==> src/rtl/vtl_pkg.sv <==
// Package: constants and carrier types of the vector table lookup block
package vtl_pkg;
  // Address and table geometry
  localparam int ADDR_W = 21;
  localparam int NUM_W = 7;
  localparam logic [NUM_W-1:0] NUM_SRC = 7'h44;
  localparam int ISR_SHIFT = 2;
  localparam logic [ADDR_W-1:0] BASE_RST = 21'h000008;
  localparam logic [ADDR_W-1:0] LOW_PRI_OFS = 21'h000010;
  // Executable flash limits, plain defaults
  localparam logic [ADDR_W-1:0] FLASH_LAST = 21'h00ffff;
  localparam logic [ADDR_W-1:0] STORE_FIRST = 21'h00ff80;
  // Register offsets
  localparam logic [3:0] R_BASE_L = 4'h0;
  localparam logic [3:0] R_BASE_H = 4'h1;
  localparam logic [3:0] R_BASE_U = 4'h2;
  localparam logic [3:0] R_CAP_L = 4'h3;
  localparam logic [3:0] R_CAP_H = 4'h4;
  localparam logic [3:0] R_CAP_U = 4'h5;
  localparam logic [3:0] R_CFG = 4'h6;
  localparam logic [3:0] R_RCAUSE = 4'h7;
  localparam logic [3:0] R_STS = 4'h8;
  localparam logic [3:0] R_MASK = 4'h9;
  localparam logic [3:0] R_STATE = 4'ha;
  // Field positions and masks
  localparam int CFG_MVEC = 0;
  localparam int CFG_STORE_EN = 1;
  localparam logic [7:0] CFG_MASK = 8'h03;
  localparam logic [7:0] CFG_RST = 8'h00;
  localparam int RC_VIOL_FLAG = 0;
  localparam logic [7:0] RC_MASK = 8'h01;
  localparam logic [7:0] RC_RST = 8'h01;
  localparam int SB_ACCEPT = 0;
  localparam int SB_VECTOR = 1;
  localparam int SB_VIOL = 2;
  localparam logic [7:0] SB_MASK = 8'h07;
  // Request from the priority logic
  typedef struct packed {
    logic valid;
    logic [NUM_W-1:0] num;
  } vtl_req_t;
  // Vector handed to the core
  typedef struct packed {
    logic valid;
    logic high;
    logic [ADDR_W-1:0] addr;
  } vtl_vec_t;
  typedef enum logic [2:0] {
    ST_IDLE = 3'b001,
    ST_FETCH = 3'b010,
    ST_HALT = 3'b100
  } vtl_state_t;
endpackage : vtl_pkg

==> src/rtl/vtl_calc.sv <==
// Entry location arithmetic for legacy and multi-vector modes
`timescale 1ns/100ps
`default_nettype none
module vtl_calc
  import vtl_pkg::*;
(
  input wire logic [ADDR_W-1:0] base,
  input wire logic multi,
  input wire logic high,
  input wire logic [NUM_W-1:0] num,
  output logic [ADDR_W-1:0] entry
);
  // Priority only matters in legacy mode; the number decides otherwise
  function automatic logic [ADDR_W-1:0] entry_loc(
    input logic [ADDR_W-1:0] b,
    input logic m,
    input logic h,
    input logic [NUM_W-1:0] n
  );
    if (m)
      entry_loc = b + ADDR_W'({n, 1'b0});
    else if (h)
      entry_loc = b;
    else
      entry_loc = b + LOW_PRI_OFS;
  endfunction : entry_loc

  assign entry = entry_loc(base, multi, high, num);
endmodule : vtl_calc
`default_nettype wire

==> src/rtl/vtl_region.sv <==
// Executable-region check for table entries and routine addresses
`timescale 1ns/100ps
`default_nettype none
module vtl_region
  import vtl_pkg::*;
(
  input wire logic store_en,
  input wire logic [ADDR_W-1:0] entry,
  input wire logic [ADDR_W-1:0] isr,
  output logic entry_ok,
  output logic isr_ok
);
  // Storage area is data only while enabled
  function automatic logic is_exec(
    input logic [ADDR_W-1:0] a,
    input logic prot
  );
    is_exec = (a <= FLASH_LAST) && !(prot && (a >= STORE_FIRST));
  endfunction : is_exec

  // Both bytes of the entry word must be fetchable
  assign entry_ok = is_exec(entry, store_en) && is_exec(entry + 21'h000001, store_en);
  assign isr_ok = is_exec(isr, store_en);
endmodule : vtl_region
`default_nettype wire

==> src/rtl/vtl_lookup.sv <==
// Vector table lookup: accepts requests, forms, fetches and checks vectors
`timescale 1ns/100ps
`default_nettype none
module vtl_lookup
  import vtl_pkg::*;
(
  input wire logic clock,
  input wire logic sys_rst,
  input wire logic [3:0] reg_addr,
  input wire logic [7:0] reg_wdata,
  input wire logic reg_wr,
  input wire logic reg_rd,
  output logic [7:0] rdata_q,
  input wire vtl_req_t hi_req,
  input wire vtl_req_t lo_req,
  output logic accept_q,
  output logic accept_high_q,
  output logic fetch_req_q,
  output logic [ADDR_W-1:0] fetch_addr_q,
  input wire logic fetch_ack,
  input wire logic [15:0] fetch_data,
  output vtl_vec_t vec_q,
  output logic reset_req_q,
  output logic irq_q
);
  vtl_state_t state_q;
  vtl_state_t state_d;
  logic [ADDR_W-1:0] base_q;
  logic [ADDR_W-1:0] cap_q;
  logic [7:0] cfg_q;
  logic [7:0] rc_q;
  logic [7:0] sts_q;
  logic [7:0] sts_d;
  logic [7:0] mask_q;
  logic [7:0] sts_set_w;
  logic [7:0] sts_clr_w;
  logic [7:0] rdata_d;
  logic [ADDR_W-1:0] entry_w;
  logic [ADDR_W-1:0] isr_w;
  logic entry_ok_w;
  logic isr_ok_w;
  logic sel_high;
  logic [NUM_W-1:0] sel_num;
  logic any_w;
  logic num_ok_w;
  logic take_w;
  logic bad_entry_w;
  logic done_w;
  logic bad_isr_w;
  logic viol_w;
  logic multi_w;

  // Software-owned base, mode and mask
  always_ff @(posedge clock or posedge sys_rst)
  begin
    if (sys_rst)
    begin
      base_q <= BASE_RST;
      cfg_q <= CFG_RST;
      mask_q <= 8'h00;
    end
    else if (reg_wr)
    begin
      case (reg_addr)
        R_BASE_L: base_q[7:0] <= reg_wdata;
        R_BASE_H: base_q[15:8] <= reg_wdata;
        R_BASE_U: base_q[20:16] <= reg_wdata[4:0];
        R_CFG: cfg_q <= reg_wdata & CFG_MASK;
        R_MASK: mask_q <= reg_wdata & SB_MASK;
        default: ;
      endcase
    end
  end

  assign multi_w = cfg_q[CFG_MVEC];

  // High request wins; in legacy mode it also picks the location, base or base plus LOW_PRI_OFS
  assign sel_high = hi_req.valid;
  assign sel_num = hi_req.valid ? hi_req.num : lo_req.num;
  assign any_w = hi_req.valid | lo_req.valid;
  // Numbers past the table are ignored rather than read off its end
  assign num_ok_w = !multi_w || (sel_num < NUM_SRC);

  vtl_calc u_calc (
    .base(base_q),
    .multi(multi_w),
    .high(sel_high),
    .num(sel_num),
    .entry(entry_w)
  );

  // Fetched word is the routine address divided by four
  assign isr_w = ADDR_W'(fetch_data) << ISR_SHIFT;

  vtl_region u_region (
    .store_en(cfg_q[CFG_STORE_EN]),
    .entry(entry_w),
    .isr(isr_w),
    .entry_ok(entry_ok_w),
    .isr_ok(isr_ok_w)
  );

  // Decisions of the current cycle
  assign take_w = (state_q == ST_IDLE) && any_w && num_ok_w;
  assign bad_entry_w = take_w && !entry_ok_w;
  assign done_w = (state_q == ST_FETCH) && fetch_ack;
  assign bad_isr_w = done_w && !isr_ok_w;
  assign viol_w = bad_entry_w || bad_isr_w;

  // Next state
  always_comb
  begin
    state_d = state_q;
    case (state_q)
      ST_IDLE:
      begin
        if (bad_entry_w)
          state_d = ST_HALT;
        else if (take_w && multi_w)
          state_d = ST_FETCH;
      end
      ST_FETCH:
      begin
        if (bad_isr_w)
          state_d = ST_HALT;
        else if (done_w)
          state_d = ST_IDLE;
      end
      // Halt holds until the device reset comes back in
      ST_HALT: state_d = ST_HALT;
      default: state_d = ST_IDLE;
    endcase
  end

  // State register
  always_ff @(posedge clock or posedge sys_rst)
  begin
    if (sys_rst)
      state_q <= ST_IDLE;
    else
      state_q <= state_d;
  end

  // Accept strobe and capture, registered: seen the cycle after the choice
  always_ff @(posedge clock or posedge sys_rst)
  begin
    if (sys_rst)
    begin
      accept_q <= 1'b0;
      accept_high_q <= 1'b0;
      cap_q <= '0;
    end
    else
    begin
      accept_q <= take_w;
      if (take_w)
      begin
        accept_high_q <= sel_high;
        cap_q <= entry_w;
      end
    end
  end

  // Flash fetch request, held until acknowledged
  always_ff @(posedge clock or posedge sys_rst)
  begin
    if (sys_rst)
    begin
      fetch_req_q <= 1'b0;
      fetch_addr_q <= '0;
    end
    else if (take_w && multi_w && entry_ok_w)
    begin
      fetch_req_q <= 1'b1;
      fetch_addr_q <= entry_w;
    end
    else if (done_w)
      fetch_req_q <= 1'b0;
  end

  // Vector to the core: one-cycle pulse
  always_ff @(posedge clock or posedge sys_rst)
  begin
    if (sys_rst)
      vec_q <= '0;
    else
    begin
      vec_q.valid <= 1'b0;
      if (take_w && !multi_w && entry_ok_w)
      begin
        vec_q.valid <= 1'b1;
        vec_q.high <= sel_high;
        vec_q.addr <= entry_w;
      end
      else if (done_w && isr_ok_w)
      begin
        vec_q.valid <= 1'b1;
        vec_q.high <= accept_high_q;
        vec_q.addr <= isr_w;
      end
    end
  end

  // Reset request stays up; the device reset clears it
  always_ff @(posedge clock or posedge sys_rst)
  begin
    if (sys_rst)
      reset_req_q <= 1'b0;
    else if (viol_w)
      reset_req_q <= 1'b1;
  end

  // Reset cause: hardware clear beats a software write
  always_ff @(posedge clock or posedge sys_rst)
  begin
    if (sys_rst)
      rc_q <= RC_RST;
    else if (viol_w)
      rc_q[RC_VIOL_FLAG] <= 1'b0;
    else if (reg_wr && reg_addr == R_RCAUSE)
      rc_q <= reg_wdata & RC_MASK;
  end

  // Sticky events; a new event wins over a write-one clear
  always_comb
  begin
    sts_set_w = 8'h00;
    sts_set_w[SB_ACCEPT] = take_w;
    sts_set_w[SB_VECTOR] = (take_w && !multi_w && entry_ok_w) || (done_w && isr_ok_w);
    sts_set_w[SB_VIOL] = viol_w;
    sts_clr_w = (reg_wr && reg_addr == R_STS) ? reg_wdata : 8'h00;
    sts_d = (sts_q & ~sts_clr_w) | sts_set_w;
  end

  // Status and interrupt line
  always_ff @(posedge clock or posedge sys_rst)
  begin
    if (sys_rst)
    begin
      sts_q <= 8'h00;
      irq_q <= 1'b0;
    end
    else
    begin
      sts_q <= sts_d;
      irq_q <= |(sts_d & mask_q);
    end
  end

  // Read mux; unmapped offsets read zero
  always_comb
  begin
    case (reg_addr)
      R_BASE_L: rdata_d = base_q[7:0];
      R_BASE_H: rdata_d = base_q[15:8];
      R_BASE_U: rdata_d = {3'h0, base_q[20:16]};
      R_CAP_L: rdata_d = cap_q[7:0];
      R_CAP_H: rdata_d = cap_q[15:8];
      R_CAP_U: rdata_d = {3'h0, cap_q[20:16]};
      R_CFG: rdata_d = cfg_q;
      R_RCAUSE: rdata_d = rc_q;
      R_STS: rdata_d = sts_q;
      R_MASK: rdata_d = mask_q;
      R_STATE: rdata_d = {5'h00, state_q};
      default: rdata_d = 8'h00;
    endcase
  end

  // Read data only in the cycle after the strobe
  always_ff @(posedge clock or posedge sys_rst)
  begin
    if (sys_rst)
      rdata_q <= 8'h00;
    else
      rdata_q <= reg_rd ? rdata_d : 8'h00;
  end
endmodule : vtl_lookup
`default_nettype wire

==> config.mk <==
export PLATFORM = sky130hd
export DESIGN_NAME = vtl_lookup
export DESIGN_NICKNAME = d
export VERILOG_FILES = /design/src/rtl/vtl_pkg.sv /design/src/rtl/vtl_calc.sv /design/src/rtl/vtl_region.sv /design/src/rtl/vtl_lookup.sv
export SDC_FILE = /design/constraint.sdc
export NUM_CORES = 1
export LEC_CHECK = 0
export ABC_AREA = 1
export BUFFER_PORTS_ARGS = -buffer_cell sky130_fd_sc_hd__buf_2
export CORE_ASPECT_RATIO = 0.9
export CORE_MARGIN = 2
export CORE_UTILIZATION = 52
export DETAILED_ROUTE_END_ITERATION = 16
export PLACE_DENSITY_LB_ADDON = 0.12
export SLEW_MARGIN = 20
export SYNTH_ARGS = -nofsm -noshare
export SYNTH_HDL_FRONTEND = slang
export SYNTH_SLANG_ARGS = --single-unit
==> constraint.sdc <==
create_clock -name clock -period 3.2 [get_ports clock]
set_clock_uncertainty 0.05 [all_clocks]
set_input_delay 0 -clock clock [delete_from_list [all_inputs] [get_ports clock]]
set_output_delay 0 -clock clock [all_outputs]
set_load 0.05 [all_outputs]
==> results.yml, run 1 <==
clock_network:
  cts_buffer_depth: 2
  clkLatencyLatePin_ns: 0.42
  cts_buffers: 17
  htree_levels: 4
  cts_tree: "yes"
  cts_root_buf: "clkbuf_16"
  cts_sinks: 116
  clk_pin_slew_ns: 0.06
sta:
  fmax_mhz: 293
  maxSlewViolCount: 0
  slew_headroom_pct: 44.0
  period_share_pct: 107
  finalSetupViolations: 52
  max_slew.worst_pin.slew_ns: 0.835
  finalHoldViolCount: 0
  min_period_ns: 3.41
  fin_ws_ns: -0.215
  rsz0062_at_grt: "true"
global_route:
  grtUsageTotal_pct: 33.4
  overflow: 0
  grt_first_pass_wirelength_um: 33200
  antenna_found_initial: 0
  grt_pass1_vias: 6319
  grt_max_degree: 71
worst_setup_path:
  cp.required_ns: 3.46
  critPathTopFamily: "simple AND/OR/NAND/NOR gates"
  slowest_delay_ns: 0.42
  worstPathMaxFanout: 8
  crit_cells: 21
  slowest_stage: "fa_2"
  end_kind: "register"
  ff2ff_path_depth: 21
  crit_buf_inv: 4
  startpoint_type: "register"
  timing.rr.start: "base_q[1]$_DFFE_PP0P_"
  worstSetupStartpoint: "base_q[1]$_DFFE_PP0P_"
  critPathKind: "reg2reg"
  crit_chain: "ha_2 -> inv_2 -> fa_2 -> nand2_1 -> o21ai_2 -> inv_2 -> nand3_4 -> nor2_4 -> nand2_2 -> nor2_4 -> nand2_2 -> nand2_2 -> nand3_2 -> a21oi_2 -> nand3_2 -> nor2_4 -> nand4_4 -> buf_6 -> nand3_4 -> clkbuf_16 -> o21ai_2"
  worstPathArrival_ns: 3.67
route:
  drc: 0
  final_antenna_net_count: 0
  first_pass_iters: 7
  viasPerCell: 5.60
  drt_iter0_markers: 648
  num_vias: 6766
  wl_per_cell_um: 19.1
  wl_um: 23100
hold_path:
  min-delay-path-class: "in2reg"
  hold_path_depth: 4
  min_from: "hi_req[7]"
floorplan:
  die_w_um: 121
  die_area_sq_mm: 0.0133
  core_sq_mm: 0.0121
  row_count: 38
  io_pins: 106
  start_util_pct: 53.4
  die_y_um: 110
finish:
  final_util_pct: 76.7
  final_common_cell: "nand2_1"
  drive_gt1_share_pct: 37.1
  layout.cells.most_common_list: "nand2_1, dfrtp_1, buf_2"
  areaGrowthSynthToFinish_pct: 43.6
  design_area_sq_mm: 0.00926
  antennaDiodeCount: 0
  layout.nets: 1097
yosys:
  synthAdderAreaFrac_pct: 2.44
  synth_top_family_by_area: "simple AND/OR/NAND/NOR gates"
  yosysUniqueCellTypes: 48
  synth_compound_area_share_pct: 14.2
  synth_edf_count: 0
  synth_xor_area_share_pct: 1.59
  yosysWarnings: 0
  synth_flop_cell: "dfrtp_1"
  yosysSeqAreaShare_pct: 45.1
  syn_avg_cell_area_sq_um: 7.90
  syn_inst: 817
  syn-num-nets: 878
  synthMuxAreaShare_pct: 0
  yosys.area_share.simple_pct: 28.0
  async_flop_share_pct: 100
  ys_seq_elements: 116
  synth_area_sq_mm: 0.00645
job:
  maxCapViolCount: 0
power:
  p_leak_nw: 4.63
  power_density_mw_per_mm2: 815
  p_comb_share_pct: 43.9
  p_sw_mw: 3.28
  irDropWorstVdd_uv: 711
  swShare_pct: 43.5
  power_frac_seq_pct: 29.7
  internal-power_mw: 4.27
  clockPowerShare_pct: 26.5
placement:
  place.gp.congestion: 0.941
  place_area_sq_mm: 0.00755
  numPortBuffers: 105
  place.detailed.hpwl_um: 15300
  pre_cts_ws_ns: -0.168
run_status:
  violations: "negative setup slack"
  status: "complete, but fails checks"
power groups by stage:
stage	combinational, mW	sequential (mW)	clock [mW]
2_1_floorplan	1.18	2.90	0
3_3_place_gp	2.78	2.20	0
3_5_place_dp	2.83	2.21	0
4_1_cts	2.91	2.20	2.00
5_1_grt	3.53	2.28	2.08
6_report	3.31	2.24	2.00
tightest hold or removal path, stage by stage:
cell and delay (ns):
buf_2 0.15, inv_1 0.13, buf_4 0.16, o21ai_0 0.08
sequential cells by signal (all words and copies together), names as in the netlist, 3 cells and up:
name	flops
rdata_q	8
base_q	21
vec_q	23
fetch_addr_q	21
sts_q	8
cap_q	21
mask_q	3
state_q	3
what timing repair did:
action                     CTS  global route
hold endpoints to repair    94             0
cloned                       1             3
resized for setup           11           134
hold buffers                26             0
pin swaps                    1            23
setup endpoints to repair   36            53
buffers inserted             4            21
synth_stat cells, types with 6 or more instances:
| master | instances | area, sq um |
|---|---|---|
| nand2_1 | 223 | 837 |
| dfrtp_1 | 113 | 2830 |
| inv_1 | 105 | 394 |
| o21ai_0 | 65 | 325 |
| nand3_1 | 59 | 295 |
| nor2_1 | 52 | 195 |
| a21oi_1 | 19 | 95.1 |
| nand2_2 | 17 | 106 |
| o21ai_1 | 13 | 65.1 |
| o211ai_1 | 12 | 90.1 |
| o21ai_2 | 12 | 105 |
| ha_1 | 11 | 138 |
| clkbuf_1 | 10 | 37.5 |
| nand4_1 | 10 | 62.6 |
| a221oi_1 | 9 | 78.8 |
| nor2_2 | 8 | 50.1 |
| nor3_1 | 8 | 40.0 |
| nand3_2 | 6 | 60.1 |
| o22ai_1 | 6 | 37.5 |
| xor2_1 | 6 | 52.6 |
stage by stage:
step                      power, mW   TNS, ns  instances  hold WS [ns]
after floorplan                4.08         0        817        0.0539
after global placement         4.98    -0.769       1123        0.0485
after detailed placement       5.04     -4.97       1123        0.0588
after CTS                      7.11  -0.00614       1185        0.0598
after global routing           7.89    -18.59       1208         0.129
final                          7.55     -8.40       1208         0.100
cells by family (layout without fill, tap and decap cells):
logic type                 Yosys count  after routing
and+or+nand+nor                    397            398
DFF                                116            116
xor gates and xnor gates            10             10
adders and majority gates           12             12
AOI/OAI and AO/OA                  149            149
buffers and inverters              133            363
worst paths after layout:
path / to / slack (ns)
max in group asynchronous: state_q[0]$_DFFE_PP1P_ / 2.10
max reg2reg: fetch_addr_q[10]$_DFFE_PP0P_ / -0.21
min: accept_high_q$_DFFE_PP0P_ / 0.10
min in group asynchronous: vec_q[0]$_DFFE_PP0P_ / 0.16
max: fetch_addr_q[10]$_DFFE_PP0P_ / -0.21
min reg2reg: reset_req_q$_DFFE_PP0P_ / 0.42
routing by layer:
layer / GRT usage, % / wire [um] / vias to the layer above
li1: - / - / 3103
met1: 44.4 / 9280 / 3254
met2: 54.2 / 11100 / 334
met3: 8.56 / 1920 / 75
met4: 10.5 / 804 / 0
met5: 0 / 0 / -
cell type report:
class | instances | area [sq um]
clock inverter | 11 | 150
clock buffer | 20 | 467
multi-input combinational | 569 | 3490
inverter | 111 | 427
fill | 830 | 2820
tap | 160 | 200
timing repair buffer | 221 | 1620
sequential | 116 | 2910
Power figures use the tool's default switching activity.
==> run 2, diff against run 1 <==
--- a/config.mk
+++ b/config.mk
@@ -12,2 +12,3 @@
 export CORE_UTILIZATION = 52
+export CTS_CLUSTER_SIZE = 28
 export DETAILED_ROUTE_END_ITERATION = 16
==> constraint.sdc (replaced) <==
create_clock -name clock -period 3.2 [get_ports clock]
set_clock_uncertainty 0.05 [all_clocks]
set_input_delay 0.64 -clock clock [delete_from_list [all_inputs] [get_ports clock]]
set_output_delay 0.64 -clock clock [all_outputs]
set_load 0.05 [all_outputs]
==> run 2 against run 1 <==
The run still ends with negative setup slack left. Clock power shrank 5%. Design area shrank 2.1%. Via count shrank 2.6%. Worst hold slack gained 0.25 ns. Global-route usage grew 0.22 points. Count of clock-buffer cells in the layout grew 4. Sequential power is essentially flat. Sequential cell count is the same. Worst setup slack gained 0.12 ns. Combinational power shrank 2%. Fmax grew 3.6%. Largest cell class unchanged. Routed wire length shrank 4.8%.
==> results.yml, run 2 (synthesis results as in run 1) <==
run_status:
  status: "complete, but fails checks"
  violations: "negative setup slack"
placement:
  numPortBuffers: 105
  place.detailed.hpwl_um: 15700
  place_inst: 1139
  place.gp.congestion: 0.915
  pre_cts_ws_ns: -0.693
  place_area_sq_mm: 0.00778
power:
  p_leak_nw: 4.56
  swShare_pct: 43.4
  power_frac_seq_pct: 30.2
  p_total_mw: 7.40
  irDropWorstVdd_uv: 577
  p_comb_share_pct: 44.0
  internal-power_mw: 4.19
  p_sw_mw: 3.21
  power_density_mw_per_mm2: 816
  clockPowerShare_pct: 25.8
worst_setup_path:
  end_kind: "register"
  critPathKind: "in2reg"
  worstPathArrival_ns: 3.54
  startpoint_type: "input port"
  cp.required_ns: 3.45
  worstPathMaxFanout: 7
sta:
  rsz0062_at_grt: "true"
  setup_tns_ns: -2.06
  maxSlewViolCount: 0
  fmax_mhz: 303
  finalSetupViolations: 44
  fin_ws_ns: -0.0968
  min_period_ns: 3.30
  slew_headroom_pct: 51.6
  period_share_pct: 103
  finalHoldViolCount: 0
  hold-worst-slack_ns: 0.352
  max_slew.worst_pin.slew_ns: 0.722
clock_network:
  cts_tree: "yes"
  cts_root_buf: "clkbuf_16"
  cts_buffer_depth: 2
  clk_pin_slew_ns: 0.06
  cts_buffers: 17
  cts_sinks: 116
  clkLatencyLatePin_ns: 0.43
  htree_levels: 4
route:
  wl_um: 21900
  first_pass_iters: 5
  wl_per_cell_um: 18.5
  drt_iter0_markers: 542
  final_antenna_net_count: 0
  num_vias: 6589
  drc: 0
  viasPerCell: 5.54
finish:
  multi_input_area_sq_mm: 0.00349
  layout.nets: 1077
  instances_no_fill: 1189
  fill_cells: 906
  final_common_cell: "nand2_1"
  seq_area_sq_mm: 0.00291
  layout.cells.most_common_list: "nand2_1, dfrtp_1, buf_2"
  drive_gt1_share_pct: 36.6
  design_area_sq_mm: 0.00907
  final_util_pct: 75.1
  largest-register: "vec_q"
  areaGrowthSynthToFinish_pct: 40.6
  antennaDiodeCount: 0
  largest_reg_flops: 23
global_route:
  grt_max_degree: 117
  overflow: 0
  grtUsageTotal_pct: 33.7
  grt_pass1_vias: 6314
  antenna_found_initial: 0
  grt_first_pass_wirelength_um: 33400
floorplan:
  die_area_sq_mm: 0.0133
  die_w_um: 121
  die_y_um: 110
  io_pins: 106
  start_util_pct: 53.4
  row_count: 38
  core_sq_mm: 0.0121
job:
  maxCapViolCount: 0
hold_path:
  min-delay-path-class: "in2async"
[run 2: path summary, 6_finish.rpt]
kind                                         startpoint                      endpoint  slack [ns]  cells past startpoint
max                                           hi_req[7]  fetch_addr_q[13]$_DFFE_PP0P_        -0.1                     21
min                                             sys_rst   fetch_addr_q[2]$_DFFE_PP0P_        0.35                      3
max reg2reg                       base_q[1]$_DFFE_PP0P_          vec_q[3]$_DFFE_PP0P_       -0.04                     21
min reg2reg                fetch_addr_q[17]$_DFFE_PP0P_  fetch_addr_q[17]$_DFFE_PP0P_        0.41                      2
max in group asynchronous                       sys_rst         base_q[2]$_DFFE_PP0P_        2.30                      3
min in group clock                        fetch_data[2]          vec_q[4]$_DFFE_PP0P_        0.39                      3
[run 2: final cells by class]
cell class | count | share of cell area [%]
repair buffers | 202 | 16.0
well taps | 160 | 2.21
inverters | 111 | 4.80
clock buffers | 24 | 5.31
flip-flops and latches | 116 | 32.1
multi-input cells | 568 | 38.5
clock inverters | 8 | 1.13
[run 2: timing repair]
action	in CTS	in global routing
hold buffers	0	0
gates resized for setup	50	55
cloned	1	5
pin swaps	12	29
setup buffers	8	4
endpoints found under the setup margin	53	53
[run 2: power groups by stage]
stage | Sequential [mW] | Combinational [mW] | Clock (mW)
finish | 2.24 | 3.26 | 1.91
global route | 2.27 | 3.49 | 1.98
CTS | 2.22 | 3.05 | 1.92
detailed placement | 2.23 | 2.88 | 0
global placement | 2.21 | 2.82 | 0
floorplan | 2.91 | 1.21 | 0
[run 2: critical path, cell delays in order]
cell and delay (ns):
buf_12 0.10, inv_12 0.03, or2_4 0.23, o21ai_4 0.07, inv_1 0.09, ha_4 0.28
nand3_2 0.09, nand2_2 0.09, nand2_2 0.07, nand3_4 0.14, nand3_4 0.11, or2_4 0.25
xor2_1 0.17, nor3_2 0.19, nand3_1 0.14, a21oi_4 0.21, buf_6 0.14, nand3_4 0.15
buf_12 0.21, nand2_1 0.07, o21ai_1 0.09
[run 2: metal layers]
layer	vias to the layer above	wire (um)	track usage (%)
met5	-	0	0
met4	0	545	13.9
li1	3074	-	-
met3	48	1600	8.56
met1	3203	9180	43.4
met2	264	10600	54.5
==> run 3, diff against run 2 <==
Settings changed: SKIP_LAST_GASP from default to 1.
==> run 3 against run 2 <==
The flow still finishes with violations (negative setup slack). Count of clock-buffer cells in the layout did not move. Global-route usage is essentially flat. Design area about the same. Critical path depth unchanged. Largest cell class unchanged.
==> results.yml, run 3 (synthesis results as in run 1) <==
power:
  irDropWorstVdd_uv: 564
  p_total_mw: 7.39
  p_leak_nw: 4.54
  power_density_mw_per_mm2: 815
placement:
  pre_cts_ws_ns: -0.693
  place_area_sq_mm: 0.00778
  place.gp.congestion: 0.915
  numPortBuffers: 105
  place.detailed.hpwl_um: 15700
worst_setup_path:
  cpMostUsedCell: "nand3_4"
  critPathTopFamily: "simple AND/OR/NAND/NOR gates"
  slowest_delay_ns: 0.28
  slowest_stage: "ha_4"
  worstPathMaxFanout: 7
  crit_cells: 21
  cp.required_ns: 3.45
  worstPathArrival_ns: 3.54
  startpoint_type: "input port"
  critPathKind: "in2reg"
  crit_chain: "buf_12 -> inv_12 -> or2_4 -> o21ai_4 -> inv_1 -> ha_4 -> nand3_2 -> nand2_2 -> nand2_2 -> nand3_4 -> nand3_4 -> or2_4 -> xor2_1 -> nor3_2 -> nand3_1 -> a21oi_4 -> buf_6 -> nand3_4 -> buf_12 -> nand2_1 -> o21ai_1"
  crit_buf_inv: 5
  ff2ff_path_depth: 21
  end_kind: "register"
global_route:
  overflow: 0
  grt_pass1_vias: 6303
  grt_first_pass_wirelength_um: 33400
  grt_max_degree: 117
  grtUsageTotal_pct: 33.6
  antenna_found_initial: 0
sta:
  fmax_mhz: 303
  finalSetupViolations: 45
  period_share_pct: 103
  finalHoldViolCount: 0
  rsz0062_at_grt: "true"
  min_period_ns: 3.30
  slew_headroom_pct: 48.8
  max_slew.worst_pin.slew_ns: 0.763
  fin_ws_ns: -0.0974
  setup_tns_ns: -1.81
  maxSlewViolCount: 0
clock_network:
  cts_sinks: 116
  clk_pin_slew_ns: 0.06
  cts_buffer_depth: 2
  cts_buffers: 17
  cts_hold_buf: 0
  cts_root_buf: "clkbuf_16"
  cts_tree: "yes"
  clkLatencyLatePin_ns: 0.42
  htree_levels: 4
floorplan:
  die_y_um: 110
  core_sq_mm: 0.0121
  row_count: 38
  io_pins: 106
  die_area_sq_mm: 0.0133
  start_util_pct: 53.4
  die_w_um: 121
finish:
  areaGrowthSynthToFinish_pct: 40.5
  fill_cells: 897
  largest-register: "vec_q"
  largest_reg_flops: 23
  layout.nets: 1077
  final_util_pct: 75.1
  antennaDiodeCount: 0
  final_common_cell: "nand2_1"
  layout.cells.most_common_list: "nand2_1, dfrtp_1, buf_2"
  drive_gt1_share_pct: 37.3
  seq_area_sq_mm: 0.00291
  design_area_sq_mm: 0.00906
  multi_input_area_sq_mm: 0.00352
route:
  drt_iter0_markers: 545
  viasPerCell: 5.52
  wl_um: 21900
  first_pass_iters: 5
  num_vias: 6563
  final_antenna_net_count: 0
  drc: 0
  wl_per_cell_um: 18.5
job:
  maxCapViolCount: 0
run_status:
  violations: "negative setup slack"
  status: "complete, but fails checks"
hold_path:
  min-delay-path-class: "in2async"
==> run 3: cell types whose count changed in the layout (fill, tap and decap cells not counted), sizes merged <==
cell	previous run	this run
clkbuf	28	27
buf	198	199
==> run 3: layout make-up <==
type | count | share of cell area (%)
well taps | 160 | 2.21
clock inverters | 8 | 1.13
multi-input cells | 568 | 38.8
clock buffers | 24 | 5.31
repair buffers | 202 | 15.7
flip-flops and latches | 116 | 32.1
inverters | 111 | 4.80
==> run 3: path summary, 6_finish.rpt <==
kind	start	to	slack [ns]
max in group asynchronous	sys_rst	sts_q[6]$_DFF_PP0_	2.30
max reg2reg	base_q[1]$_DFFE_PP0P_	irq_q$_DFF_PP0_	-0.03
min	sys_rst	fetch_addr_q[10]$_DFFE_PP0P_	0.34
min reg2reg	fetch_addr_q[17]$_DFFE_PP0P_	fetch_addr_q[17]$_DFFE_PP0P_	0.41
min in group clock	fetch_data[2]	vec_q[4]$_DFFE_PP0P_	0.39
max	hi_req[7]	fetch_addr_q[13]$_DFFE_PP0P_	-0.1
==> run 3: worst register-to-register path, stage by stage, from the launching register on <==
cell      delay [ns]
dfrtp_1         0.41
ha_4            0.18
inv_2           0.04
fa_2            0.43
nand2_2         0.09
o21ai_4         0.08
inv_2           0.10
nand3_4         0.08
nor2_4          0.16
nand2_2         0.09
nor2_4          0.13
nand2_2         0.08
nand3b_4        0.20
nor2_2          0.09
nor2_1          0.06
nor2_2          0.14
nand4_4         0.15
nand3_4         0.21
buf_6           0.13
nand3_4         0.06
nand2_1         0.09
nand3_1         0.07
==> run 3: metal layers <==
metal | up-vias | global-route usage (%) | routed length, um
li1 | 3064 | - | -
met5 | - | 0 | 0
met2 | 268 | 54.7 | 10500
met4 | 0 | 13.6 | 598
met1 | 3178 | 43.4 | 9140
met3 | 53 | 8.40 | 1700
==> run 3: power by group <==
group          leakage [nW]  internal (mW)  switching (mW)
clock                 0.281           1.21           0.694
sequential             1.49           1.90           0.339
combinational          2.77           1.08            2.17
==> run 3: what timing repair did <==
| item | 4_1_cts | 5_1_grt |
|---|---|---|
| pin swaps | 12 | 27 |
| gates cloned | 1 | 4 |
| endpoints found under the setup margin | 53 | 53 |
| gates resized for setup | 48 | 66 |
| setup buffers | 8 | 6 |
==> run 3: per-stage QoR <==
step           hold slack (ns)  std cells
2_1_floorplan            0.399        817
3_3_place_gp             0.400       1139
3_5_place_dp             0.398       1139
4_1_cts                  0.373       1180
5_1_grt                  0.407       1189
6_report                 0.345       1189
